File: src/pwm_mirror_pkg.sv
// pwm_mirror_pkg: offsets, widths and reset values of the pwm bit mirror bank
// assumes a 32-bit axi4-lite register bus with 12-bit byte addresses
package pwm_mirror_pkg;

	localparam int          addr_width        = 12;
	localparam int          slot_count        = 4;
	localparam int          mirror_width      = 8;

	// ----------------------------------------------------------------
	// register byte offsets
	// ----------------------------------------------------------------
	localparam logic [11:0] enable_mirror_off = 12'h000;
	localparam logic [11:0] load_mirror_off   = 12'h004;
	localparam logic [11:0] output_mirror_off = 12'h008;

	localparam logic [7:0]  mirror_reset      = 8'h00;

	localparam logic [1:0]  resp_okay         = 2'h0;
	localparam logic [1:0]  resp_slverr       = 2'h2;

	typedef enum logic [1:0] {
		sel_none   = 2'h0,
		sel_enable = 2'h1,
		sel_load   = 2'h3,
		sel_output = 2'h2
	} reg_sel_type;

	// word address decode shared by the read and write paths
	function automatic reg_sel_type decode_addr(input logic [11:0] addr);
		reg_sel_type sel;
		sel = sel_none;
		if ({addr[11:2], 2'h0} == enable_mirror_off)
			sel = sel_enable;
		else if ({addr[11:2], 2'h0} == load_mirror_off)
			sel = sel_load;
		else if ({addr[11:2], 2'h0} == output_mirror_off)
			sel = sel_output;
		return sel;
	endfunction : decode_addr

endpackage : pwm_mirror_pkg

File: src/mirror_bit_cell.sv
// mirror_bit_cell: enable and load-arm storage for one pwm module slot
// assumes all strobes come from logic on aclk
`timescale 1ns/1ns
`default_nettype none
module mirror_bit_cell
	import pwm_mirror_pkg::*;
(
	// clock and reset
	input  wire logic aclk,
	input  wire logic aresetn,
	// software side
	input  wire logic sw_enable_wr,
	input  wire logic sw_enable_data,
	input  wire logic sw_load_wr,
	input  wire logic sw_load_data,
	// module side
	input  wire logic hw_enable_wr,
	input  wire logic hw_enable_data,
	input  wire logic hw_load_wr,
	input  wire logic hw_load_data,
	input  wire logic load_taken,
	output logic      enable_bit,
	output logic      load_arm_bit
);

	always_ff @(posedge aclk)
	begin
		if (!aresetn)
			enable_bit <= mirror_reset[0];
		else if (sw_enable_wr)
			enable_bit <= sw_enable_data;
		else if (hw_enable_wr)
			enable_bit <= hw_enable_data;
	end

	// load arm storage
	// a software arm in the same cycle as a completed load is kept
	always_ff @(posedge aclk)
	begin
		if (!aresetn)
			load_arm_bit <= mirror_reset[0];
		else if (sw_load_wr)
			load_arm_bit <= sw_load_data;
		else if (hw_load_wr)
			load_arm_bit <= hw_load_data;
		else if (load_taken)
			load_arm_bit <= 1'b0;
	end

endmodule : mirror_bit_cell
`default_nettype wire

File: src/pwm_bit_mirror_registers.sv
// pwm_bit_mirror_registers: three mirror registers gathering one bit from each pwm module
// assumes modules sit on aclk and use enable_bit / load_arm_bit as their own control bits
//
// Design decisions made here: the AXI4-Lite register port and the placing of the registers.
`timescale 1ns/1ns
`default_nettype none
module pwm_bit_mirror_registers
	import pwm_mirror_pkg::*;
#(
	parameter bit has_module12 = 1'b1
)
(
	// clock and reset
	input  wire logic                    aclk,
	input  wire logic                    aresetn,
	// axi4-lite write address
	input  wire logic [addr_width-1:0]   awaddr,
	input  wire logic [2:0]              awprot,
	input  wire logic                    awvalid,
	output logic                         awready,
	// axi4-lite write data
	input  wire logic [31:0]             wdata,
	input  wire logic [3:0]              wstrb,
	input  wire logic                    wvalid,
	output logic                         wready,
	// axi4-lite write response
	output logic [1:0]                   bresp,
	output logic                         bvalid,
	input  wire logic                    bready,
	// axi4-lite read address
	input  wire logic [addr_width-1:0]   araddr,
	input  wire logic [2:0]              arprot,
	input  wire logic                    arvalid,
	output logic                         arready,
	// axi4-lite read data
	output logic [31:0]                  rdata,
	output logic [1:0]                   rresp,
	output logic                         rvalid,
	input  wire logic                    rready,
	// module control bits, index 0..3 = module 5, 6, 11, 12
	output logic [slot_count-1:0]        enable_bit,
	output logic [slot_count-1:0]        load_arm_bit,
	input  wire logic [slot_count-1:0]   output_state,
	output logic [slot_count-1:0]        output_write,
	output logic [slot_count-1:0]        output_wdata,
	// writes from the modules' own control registers
	input  wire logic [slot_count-1:0]   module_enable_wr,
	input  wire logic [slot_count-1:0]   module_enable_wdata,
	input  wire logic [slot_count-1:0]   module_load_wr,
	input  wire logic [slot_count-1:0]   module_load_wdata,
	input  wire logic [slot_count-1:0]   load_taken
);

	// ----------------------------------------------------------------
	// write channel capture
	// ----------------------------------------------------------------
	logic                  aw_held_reg;
	logic [addr_width-1:0] aw_addr_reg;
	logic                  w_held_reg;
	logic [7:0]            w_data_reg;
	logic                  w_lane0_reg;
	logic                  bvalid_reg;
	logic [1:0]            bresp_reg;
	logic                  do_write;
	reg_sel_type           wsel;
	logic [slot_count-1:0] slot_mask;

	assign awready  = !aw_held_reg && !bvalid_reg;
	assign wready   = !w_held_reg && !bvalid_reg;
	assign do_write = aw_held_reg && w_held_reg && !bvalid_reg;
	assign wsel     = decode_addr(aw_addr_reg);
	assign bvalid   = bvalid_reg;
	assign bresp    = bresp_reg;

	// module 12 slot exists only when fitted
	assign slot_mask = {has_module12, 3'h7};

	always_ff @(posedge aclk)
	begin
		if (!aresetn)
		begin
			aw_held_reg <= 1'b0;
			aw_addr_reg <= '0;
		end
		else if (awvalid && awready)
		begin
			aw_held_reg <= 1'b1;
			aw_addr_reg <= awaddr;
		end
		else if (do_write)
			aw_held_reg <= 1'b0;
	end

	always_ff @(posedge aclk)
	begin
		if (!aresetn)
		begin
			w_held_reg  <= 1'b0;
			w_data_reg  <= mirror_reset;
			w_lane0_reg <= 1'b0;
		end
		else if (wvalid && wready)
		begin
			w_held_reg  <= 1'b1;
			w_data_reg  <= wdata[7:0];
			w_lane0_reg <= wstrb[0];
		end
		else if (do_write)
			w_held_reg <= 1'b0;
	end

	always_ff @(posedge aclk)
	begin
		if (!aresetn)
		begin
			bvalid_reg <= 1'b0;
			bresp_reg  <= resp_okay;
		end
		else if (do_write)
		begin
			bvalid_reg <= 1'b1;
			bresp_reg  <= (wsel == sel_none) ? resp_slverr : resp_okay;
		end
		else if (bready)
			bvalid_reg <= 1'b0;
	end

	// ----------------------------------------------------------------
	// per-module storage
	// ----------------------------------------------------------------
	logic sw_en_wr;
	logic sw_ld_wr;

	// one strobe reaches all slots at once
	assign sw_en_wr = do_write && w_lane0_reg && (wsel == sel_enable);
	assign sw_ld_wr = do_write && w_lane0_reg && (wsel == sel_load);

	genvar i;
	generate
		for (i = 0; i < slot_count; i++)
		begin : g_slot
			if (i < 3 || has_module12)
			begin : g_cell
				mirror_bit_cell u_cell (
					.aclk           (aclk),
					.aresetn        (aresetn),
					.sw_enable_wr   (sw_en_wr),
					.sw_enable_data (w_data_reg[i]),
					.sw_load_wr     (sw_ld_wr),
					.sw_load_data   (w_data_reg[i]),
					.hw_enable_wr   (module_enable_wr[i]),
					.hw_enable_data (module_enable_wdata[i]),
					.hw_load_wr     (module_load_wr[i]),
					.hw_load_data   (module_load_wdata[i]),
					.load_taken     (load_taken[i]),
					.enable_bit     (enable_bit[i]),
					.load_arm_bit   (load_arm_bit[i])
				);
			end
			else
			begin : g_absent
				assign enable_bit[i]   = 1'b0;
				assign load_arm_bit[i] = 1'b0;
			end
		end
	endgenerate

	// ----------------------------------------------------------------
	// output state writes
	// ----------------------------------------------------------------
	// output writes pass to the modules as a one-cycle strobe
	always_ff @(posedge aclk)
	begin
		if (!aresetn)
		begin
			output_write <= '0;
			output_wdata <= '0;
		end
		else if (do_write && w_lane0_reg && (wsel == sel_output))
		begin
			output_write <= slot_mask;
			output_wdata <= w_data_reg[slot_count-1:0] & slot_mask;
		end
		else
			output_write <= '0;
	end

	// ----------------------------------------------------------------
	// read channel
	// ----------------------------------------------------------------
	logic        rvalid_reg;
	logic [31:0] rdata_reg;
	logic [1:0]  rresp_reg;
	logic [3:0]  rd_bits;
	reg_sel_type rsel;

	assign arready = !rvalid_reg;
	assign rvalid  = rvalid_reg;
	assign rdata   = rdata_reg;
	assign rresp   = rresp_reg;
	assign rsel    = decode_addr(araddr);

	// bit order and zero upper bits
	always_comb
	begin
		unique case (rsel)
			sel_enable: rd_bits = enable_bit & slot_mask;
			sel_load:   rd_bits = load_arm_bit & slot_mask;
			sel_output: rd_bits = output_state & slot_mask;
			sel_none:   rd_bits = 4'h0;
		endcase
	end

	always_ff @(posedge aclk)
	begin
		if (!aresetn)
		begin
			rvalid_reg <= 1'b0;
			rdata_reg  <= 32'h0000_0000;
			rresp_reg  <= resp_okay;
		end
		else if (arvalid && arready)
		begin
			rvalid_reg <= 1'b1;
			rdata_reg  <= {28'h000_0000, rd_bits};
			rresp_reg  <= (rsel == sel_none) ? resp_slverr : resp_okay;
		end
		else if (rready)
			rvalid_reg <= 1'b0;
	end

endmodule : pwm_bit_mirror_registers
`default_nettype wire

File: config.mk
export PLATFORM = sky130hd
export DESIGN_NAME = pwm_bit_mirror_registers
export DESIGN_NICKNAME = d
export VERILOG_FILES = /design/src/pwm_mirror_pkg.sv /design/src/mirror_bit_cell.sv /design/src/pwm_bit_mirror_registers.sv
export SDC_FILE = /design/constraint.sdc
export NUM_CORES = 1
export LEC_CHECK = 0
export ABC_AREA = 1
export BUFFER_PORTS_ARGS = -buffer_cell sky130_fd_sc_hd__buf_2
export CAP_MARGIN = 20
export CORE_UTILIZATION = 44
export DETAILED_ROUTE_END_ITERATION = 12
export GPL_TIMING_DRIVEN = 0
export PLACE_DENSITY = 0.89
export SLEW_MARGIN = 20
export SYNTH_ARGS = -nofsm -noshare
export SYNTH_HDL_FRONTEND = slang
export SYNTH_SLANG_ARGS = --single-unit
File: constraint.sdc
create_clock -name aclk -period 3.45 [get_ports aclk]
set_input_delay 0.345 -clock aclk [delete_from_list [all_inputs] [get_ports aclk]]
set_output_delay 0.345 -clock aclk [all_outputs]
set_load 0.05 [all_outputs]
; Word level (Yosys, flattened, before mapping)
; Cells that the tools add are included.
[word_totals]
wordCells = 98
regBits = 45
inputBits = 97
out_inout_bits = 57
[classes]
n_reduce_logical = 31
mux = 37
eq_ne = 10
[op_table]
columns = op, count
row1 = 2-to-1 mux 1 bit, 27
row2 = == test 10 x 1 -> 1 bit (second input constant), 2
row3 = == test 10 x 2 -> 1 bit (second input constant), 2
row4 = logical NOT 10 bit, 2
row5 = 2-to-1 mux 2 bit, 8
row6 = one-hot mux 4 bit (4 select lines), 1
row7 = nonzero test 2 bit, 8
row8 = nonzero test 3 bit, 4
row9 = logical AND 1 bit, 11
row10 = == test 2 bit (second input constant), 4
row11 = == test 2 x 1 -> 1 bit (second input constant), 2
row12 = logical NOT 1 bit, 4
row13 = logical NOT 2 bit, 2
row14 = 2-to-1 mux 4 bit, 1

; Longest topological paths before layout
; Gate-level depths: netlist of the first run.
[depth]
ltp_word = 7
depth_mapped = 8
mapped_depth_nobuf = 8

; Modules after synthesis
; A second synthesis of the first run with hierarchy kept.
[unflattened]
cells_unflattened = 291
area_unflattened_um2 = 2077.0
[by_module_without_submodules]
columns = mod, seq_area_each_um2, cells_per_inst, area_per_inst_um2, instances
row1 = pwm_bit_mirror_registers, 600.6, 231, 1636.6, 1
row2 = mirror_bit_cell, 40.0, 15, 110.1, 4

; Worst setup path before layout of the first run
; OpenSTA, ideal clock, no wires.
[synth_path]
path_type = flip-flop to flip-flop
startpoint = register bvalid_reg (netlist: bvalid)
endpoint = register aw_addr_reg[10]
stages_incl_launch_ff = 6
path_buffers = 1
setup_ps = 116
t_arrival_ps = 1873
t_required_ps = 3334
period_less_slack_ps = 1989
path_slack_ps = 1461
path_cell_list = dfxtp_1 -> nor2_1 -> nand2_1 -> buf_2 -> o21ai_0 -> nor2_1
[synth_between]
elab_chain_len = 3
[synth_lines]
columns = element, line
row1 = start: declaration, pwm_bit_mirror_registers.sv:62  ; logic bvalid_reg;
row2 = start signal: assignment, pwm_bit_mirror_registers.sv:116  ; bvalid_reg <= 1'b0;
row3 = start signal: assignment, pwm_bit_mirror_registers.sv:121  ; bvalid_reg <= 1'b1;
row4 = start signal: assignment, pwm_bit_mirror_registers.sv:125  ; bvalid_reg <= 1'b0;
row5 = logical NOT 1 bit, pwm_bit_mirror_registers.sv:68  ; assign awready = !aw_held_reg && !bvalid_reg;
row6 = logical AND 1 bit, pwm_bit_mirror_registers.sv:68
row7 = via awready, pwm_bit_mirror_registers.sv:20  ; output logic awready,
row8 = logical AND 1 bit, pwm_bit_mirror_registers.sv:85  ; else if (awvalid && awready)
row9 = end signal: assignment, pwm_bit_mirror_registers.sv:88  ; aw_addr_reg <= awaddr;
row10 = end: declaration, pwm_bit_mirror_registers.sv:58  ; logic [addr_width-1:0] aw_addr_reg;
; The timed path passes the listed nets, and every way through them passes these cells.
; A chain may end at the register's enable or synchronous reset.

; Worst setup path after layout of the first run
[layout_path]
startpoint = register bvalid_reg (netlist: bvalid)
endpoint = output port wready
[layout_between]
elab_chain_len = 2
[layout_lines]
columns = element, line
row1 = logical NOT 1 bit, pwm_bit_mirror_registers.sv:69  ; assign wready = !w_held_reg && !bvalid_reg;
row2 = logical AND 1 bit, pwm_bit_mirror_registers.sv:69
row3 = end: declaration, pwm_bit_mirror_registers.sv:25  ; output logic wready,
; Every way passes these cells.

==> impl_results.md, run 1 <==
- Mean Syn Cell Area: roughly 7.0 um^2
- Fin crit period: 1.430 ns
- Worst r2r dst: output_wdata[1]$_SDFFE_PN0P_
- Cts hold-fix bufs: 0
- Hold slack final: 0.2985 ns
- Worst setup SP type: flip-flop
- Largest net degree at the start of global routing: 12
- Yosys warns: 0
- Clk pin slew, worst setup/hold paths: about 0.07 ns
- I/O Buffers: 81
- Internal Pwr Total: 0.7780 mW
- Setup TNS: 0 ns
- Switching power: 0.3833 mW
- Clock tree sinks: 38
- CP Class: reg -> out
- Post-DR wirelength/cell: a little over 10 um
- Max-Cap Viols: 0
- Distinct cells, synth: 24
- Critical Path RT: 3.11 ns
- Detailed Place HPWL: 3.880 mm
- GRT Overall Usage: 19.43%
- Final clock skew: 0.008304 ns
- Die Area: 0.005014 mm^2
- Standard-cell rows: 24
- H-tree levels: 2
- Worst Path Max Fanout: 5
- Global route overflow: 0
- Synth Register Bits: 38
- Busiest grt layer: met2
- Final Hold Fails: 0
- WL final: about 4.8 mm
- P&R area growth vs syn: 32.91%
- Nets: 510
- Critical Path Source: bvalid$_SDFFE_PN0P_
- Power share of the clock group: 31.7%
- Max clock buf depth: 2
- GP Congestion: 0.8744
- Max frequency: 0.6993 GHz
- GR Util met1: 22.80%
- Combinational share of power: between 20% and 30%
- Pre-CTS WS: 2.036 ns
- Total number of vias: 2070
- Drt first-iter violations: between 60 and 70
- CTS resizes: 0
- Final worst slack: 2.020 ns
- PwrDens: 419.4 mW/mm^2
- GR Layer Usage met3: 5.698%
- Root Driver: clkbuf_8
- Period utilisation layout: 41.45%
- CP arrival: about 1.1 ns
- Endpoint, Worst Hold: w_data_reg[2]$_SDFFE_PN0P_
- CTS tree: done
- Hold Crit Class: in -> reg
- Global-route wire length before repair: 7.583 mm
- Static Leak: 1.498 nW
- Max FFs per register: 10
- Peak supply drop: ~0.30 mV
- Antenna violations before repair: 0
- Io pins: 154
- RR Startpoint: aw_addr_reg[8]$_SDFFE_PN0P_
- Worst setup EP type: output pin
- Drt drc: 0
- Hold path depth: 3
- Post-CTS setup buffers: 0
- Final setup fails: 0
- Register area share after synthesis: between 30% and 40%
- Met2 Use GR: between 30% and 40%
- Depth of the most critical reg-to-reg path: 6
- Clock latency on the worst-skew pair: 0.29 ns
- Synth Cell Area: 0.002083 mm^2
- Unrepaired setup endpoints after global routing: no
- Reg power frac: 41.9%
- Commonest cells after routing, fill and taps aside: 82 x buf_2, 52 x nor2_1, 46 x nand2_1
- Commonest non-fill, non-tap cell in the layout: buf_2
- Core area: about 0.0044 mm^2
- Pins over their slew limit: 0
- Status: finished, final reports clean
- Vias per cell: 4.442
- Total CTS buffers: 5
- Antenna diode count: 0
- # fillers: approximately 420
- Initial Utilization: 46.88%
- Total Power: 1.161 mW
- Post-Synthesis Cells: 296
- Hold path startpoint: wdata[2]
- Layout cells sized above 1: between 30% and 40%
- Reg2reg setup slack: approximately 2.1 ns
- Die Height: 70.81 um
- Vias in the first global route: 1758
- Sw Share: about a third
- Post-route ant nets: 0
- 1st-pass router iterations: 6
- Die width: 70.81 um
-- cell type report --
type	instances	area [um^2]	area share [%]
buffer	46	335.3	12.11
clock buffer	7	76.32	2.756
clock inverter	1	30.03	1.084
inverter	30	113.9	4.112
multi-input combinational	211	982.2	35.47
sequential	38	760.7	27.47
tap	52	65.06	2.350
timing repair buffer	81	405.4	14.64
-- synthesized netlist by cell type --
library cell / n / area [um^2]
buf_2: 1 / 5.000
nor2_4: 3 / 33.78
o21ai_0: 35 / 175.2
clkinv_2: 1 / 5.000
nand4_1: 5 / 31.28
nor3_2: 1 / 10.01
o211ai_1: 4 / 30.03
nand2_1: 46 / 172.7
o21a_1: 1 / 7.510
nor2_8: 1 / 20.02
nand3_1: 11 / 55.05
nand3_4: 2 / 35.03
clkbuf_1: 3 / 11.26
nor2_2: 2 / 12.51
nor2_1: 52 / 195.2
dfxtp_1: 38 / 760.7
buf_4: 41 / 307.8
a21oi_1: 16 / 80.08
inv_1: 28 / 105.1
nor3_1: 1 / 5.000
nor4_1: 1 / 6.260
buf_6: 1 / 11.26
conb_1: 1 / 3.750
inv_2: 1 / 3.750
-- logic make-up (layout without fill, tap and decap cells) --
group | count (synthesis) | count (layout) | share of synthesized area, %
and+or+nand+nor | 125 | 125 | 27.69
buffers and inverters | 76 | 165 | 21.56
AOI/OAI and AO/OA | 56 | 56 | 14.05
DFF | 38 | 38 | 36.52
other | 1 | 30 | 0.1800
-- power by group through the flow --
stage	Sequential [mW]	Combinational, mW	Clock (mW)
final	0.486	0.306	0.369
after global routing	0.490	0.333	0.395
after CTS	0.486	0.306	0.379
after detailed placement	0.497	0.305	0
after global placement	0.496	0.300	0
after floorplan	0.502	0.232	0
-- worst max-delay path by stage --
stage / end / slack [ns]
2_1_floorplan: aw_addr_reg[10]$_SDFFE_PN0P_ / 1.46
3_3_place_gp: rdata[2]$_SDFFE_PN0P_ / 2.07
3_5_place_dp: g_slot[0].g_cell.u_cell.enable_bit$_SDFFE_PN0P_ / 2.04
4_1_cts: wready / 2.01
5_1_grt: wready / 1.95
6_report: wready / 2.02
-- layer usage --
metal	wire length (um)	up-vias	part of all wire [%]
met5	0	-	0
met4	46	0	0.97
met3	338	4	7.1
met2	2341	85	49
met1	2034	873	43
li1	-	1108	-
-- metrics by stage --
stage	utilization (%)	instances	area [um^2]
6_report	62.30	466	2769
5_1_grt	62.30	466	2769
4_1_cts	62.30	466	2769
3_5_place_dp	59.91	458	2663
3_3_place_gp	59.91	458	2663
2_1_floorplan	-	325	2192
-- worst max-delay path, stage by stage (launching register included) --
cell and delay, ns:
dfxtp_1 0.36, nor2_1 0.15, buf_2 0.28
Power figures use the tool's default switching activity.
==> run 2, diff against run 1 <==
--- a/config.mk
+++ b/config.mk
@@ -5,13 +5,13 @@
 export SDC_FILE = /design/constraint.sdc
 export NUM_CORES = 1
 export LEC_CHECK = 0
-export ABC_AREA = 1
+export ABC_AREA = 0
 export BUFFER_PORTS_ARGS = -buffer_cell sky130_fd_sc_hd__buf_2
 export CAP_MARGIN = 20
-export CORE_UTILIZATION = 44
+export CORE_UTILIZATION = 37
 export DETAILED_ROUTE_END_ITERATION = 12
 export GPL_TIMING_DRIVEN = 0
-export PLACE_DENSITY = 0.89
+export PLACE_DENSITY = 0.8
 export SLEW_MARGIN = 20
 export SYNTH_ARGS = -nofsm -noshare
 export SYNTH_HDL_FRONTEND = slang
==> constraint.sdc (replaced) <==
create_clock -name aclk -period 1.3 [get_ports aclk]
set_input_delay 0.13 -clock aclk [delete_from_list [all_inputs] [get_ports aclk]]
set_output_delay 0.13 -clock aclk [all_outputs]
set_load 0.05 [all_outputs]
==> run 2 against run 1 <==
Net effect: the run now ends with negative setup slack left; total power rose to 2.6 times the previous value; clock power increased by 120%; largest power group unchanged; hold slack got worse by 0.21 ns; design area is 7.0% higher.
==> impl_results.md, run 2 <==
- Final worst slack: -0.4646 ns (-2.485 ns)
- Global-route wire length before repair: 7.265 mm (-4.2%)
- Yosys warns: 0 (unchanged)
- Die width: 77.17 um (+9.0%)
- Drt drc: 0 (unchanged)
- Max clock buf depth: 2 (unchanged)
- Failing checks: negative setup slack
- Most frequent cells after synthesis: 41 x buf_4, 38 x dfxtp_1, 27 x mux2i_1
- Post-Synthesis Cells: 215 (-27%)
- Total CTS buffers: 5 (unchanged)
- Final Hold Fails: 0 (unchanged)
- Reg power frac: 42.9% (+1.0 points)
- CP max stage delay: 0.61 ns (+0.25 ns)
- CP Class: reg -> reg
- Max FFs per register: 10 (unchanged)
- Critical Path RT: 1.47 ns (-1.64 ns)
- P&R area growth vs syn: 41.77%
- Layout cells sized above 1: 49.27% (+15 points)
- Crit path max-delay family: simple AND/OR/NAND/NOR gates
- CP arrival: 1.93 ns (+0.84 ns)
- Period utilisation layout: 135.7%
- Max-Cap Viols: 0 (unchanged)
- Pins over their slew limit: 0 (unchanged)
- Final setup fails: 14 (+14)
- Synth Cell Area: 0.002091 mm^2 (+0.36%)
- GP Congestion: 0.7343 (-16%)
- Peak supply drop: 0.5528 mV (+83%)
- Die Height: 77.17 um (+9.0%)
- EDFF count, synth: 0 (unchanged)
- Unrepaired setup endpoints after global routing: yes
- Antenna violations before repair: 0 (unchanged)
- Register area share after synthesis: 36.39% (-0.13 points)
- Total Power: 2.993 mW (+160%)
- Switching power: 0.9673 mW (+150%)
- I/O Buffers: 82 (+1.2%)
- Slew margin rel.: 55.42%
- Post-synth top area share: 36.39% (-0.13 points)
- Clock latency on the worst-skew pair: 0.28 ns (about the same)
- Worst setup SP type: flip-flop
- Clk pin slew, worst setup/hold paths: 0.07 ns (about the same)
- Standard-cell rows: 27 (+13%)
- Hold Crit Class: in -> reg
- H-tree levels: 2 (unchanged)
- Commonest cells after routing, fill and taps aside: 82 x buf_2, 48 x buf_4, 33 x dfxtp_1
- Pre-CTS WS: -0.5318 ns (-2.568 ns)
- Commonest non-fill, non-tap cell in the layout: buf_2
- Detailed Place HPWL: 3.558 mm (-8.3%)
- Clock tree sinks: 38 (unchanged)
- Core area: 0.005473 mm^2 (+23%)
- Fin crit period: 1.765 ns
- Nets: 439 (-14%)
- Status: complete, but fails checks
- Io pins: 154 (unchanged)
- Vias per cell: 4.475 (+0.73%)
- GRT Overall Usage: 15.19% (-4.2 points)
- # fillers: 517 (+23%)
- Synth Flop Type: dfxtp_1
- Combinational share of power: 30.0% (+3.6 points)
- CTS tree: done
- Placed cell area: 0.002741 mm^2 (+3.0%)
- Buf+Inv Stages, Crit Path: 0 (-1)
- Final clock skew: 0.003129 ns (-0.005174 ns)
- Worst setup EP type: flip-flop
- Total number of vias: 1857 (-10%)
- Power share of the clock group: 27.2% (-4.5 points)
- Slew at the pin with the worst max-slew slack: 0.6626 ns
- Critical path cell sequence: or4_4 > or4b_4 > mux2i_1
- Critical Path Source: aw_addr_reg[10]$_SDFFE_PN0P_
- Global route overflow: 0 (unchanged)
- Initial Utilization: 38.20% (-8.7 points)
- Mean Syn Cell Area: 9.724 um^2 (+38%)
- Area leader, netlist: dfxtp_1
- Setup TNS: -5.154 ns (-5.154 ns)
- Root Driver: clkbuf_8
- PwrDens: 1010 mW/mm^2 (+140%)
- RR Startpoint: aw_addr_reg[10]$_SDFFE_PN0P_
- Internal Pwr Total: 2.025 mW (+160%)
- Drt first-iter violations: 58 (-4.9%)
- Distinct cells, synth: 33 (+38%)
- WL final: 4.710 mm (-1.1%)
- Synth Register Bits: 38 (unchanged)
- Max frequency: 0.5667 GHz
- Slowest cell on crit path: or4b_4
- Top cells by area, synth: dfxtp_1 36%, buf_4 15%, mux2i_1 13%
- Post-DR wirelength/cell: 11.35 um (+11%)
- Ys async rst share: 0% (unchanged)
- Sw Share: 32.32% (-0.68 points)
- Worst Path Max Fanout: 4 (-1)
- Hold path startpoint: rready
- Hold slack final: 0.09195 ns (-0.2066 ns)
- Largest net degree at the start of global routing: 12 (unchanged)
- Static Leak: 1.466 nW (-2.1%)
- Vias in the first global route: 1596 (-9.2%)
- Antenna diode count: 0 (unchanged)
- Top-count cell post-synth: buf_4
- Final instance area: 0.002964 mm^2 (+7.0%)
- 1st-pass router iterations: 4 (-2)
- Die Area: 0.005955 mm^2 (+19%)
- Post-route ant nets: 0 (unchanged)
==> run 2: final cells by class <==
class	instances	area [um^2]	share of cell area [%]
multi-input cells	155	1144	38.58
well taps	72	90.09	3.039
clock buffers	7	86.33	2.913
flip-flops and latches	38	769.5	25.96
repair buffers	94	528.0	17.81
plain buffers	46	334.1	11.27
inverters	2	7.507	0.2533
clock inverters	1	5.005	0.1688
==> run 2: metal layers <==
| metal | GRT usage (%) | vias to the layer above | share of wire (%) |
|---|---|---|---|
| met4 | 3.585 | 0 | 0.32 |
| met1 | 18.57 | 834 | 44 |
| met5 | 0 | - | 0 |
| met3 | 5.119 | 2 | 8.9 |
| met2 | 25.49 | 89 | 47 |
| li1 | - | 932 | - |
==> run 2: logic make-up (layout without fill, tap and decap cells) <==
kind of cell | after synthesis | after routing | share of synthesized area [%]
AOI/OAI and AO/OA | 19 | 19 | 6.643
buffers and inverters | 51 | 150 | 16.94
DFF | 38 | 38 | 36.39
muxes | 35 | 35 | 17.24
other | 1 | 30 | 0.1794
and+or+nand+nor | 71 | 71 | 22.62
==> run 2: path summary, 6_finish.rpt <==
kind,depth (start not counted),slack (ns),endpoint
worst max register to register,3,-0.46,g_slot[0].g_cell.u_cell.enable_bit$_SDFFE_PN0P_
worst max-delay path,3,-0.46,g_slot[0].g_cell.u_cell.enable_bit$_SDFFE_PN0P_
worst min register to register,2,0.46,output_wdata[0]$_SDFFE_PN0P_
worst min-delay path,3,0.09,rvalid$_SDFFE_PN0P_
==> run 2: metrics by stage <==
step                      std cells  util (%)
final                           415     54.16
after global routing            415     54.16
after CTS                       412     52.86
after detailed placement        398     50.09
after global placement          398     50.09
after floorplan                 244         -
==> run 2: worst reg2reg max path, cell delays in order (launching register included) <==
cell and delay (ns):
dfxtp_2 0.32, or4_4 0.57, or4b_4 0.61, mux2i_1 0.15
==> run 2: power by group through the flow <==
stage,registers [mW],logic (mW),clock network [mW]
6_report,1.28,0.897,0.813
2_1_floorplan,1.32,0.616,0
3_5_place_dp,1.30,0.803,0
3_3_place_gp,1.30,0.794,0
5_1_grt,1.29,0.951,0.894
4_1_cts,1.28,0.852,0.840
==> run 2: repair_timing <==
action,in CTS,in global routing
pin swaps,6,7
cloned,0,1
setup buffers,7,4
setup endpoints to repair,19,34
resized for setup,5,11
hold buffers,0,0
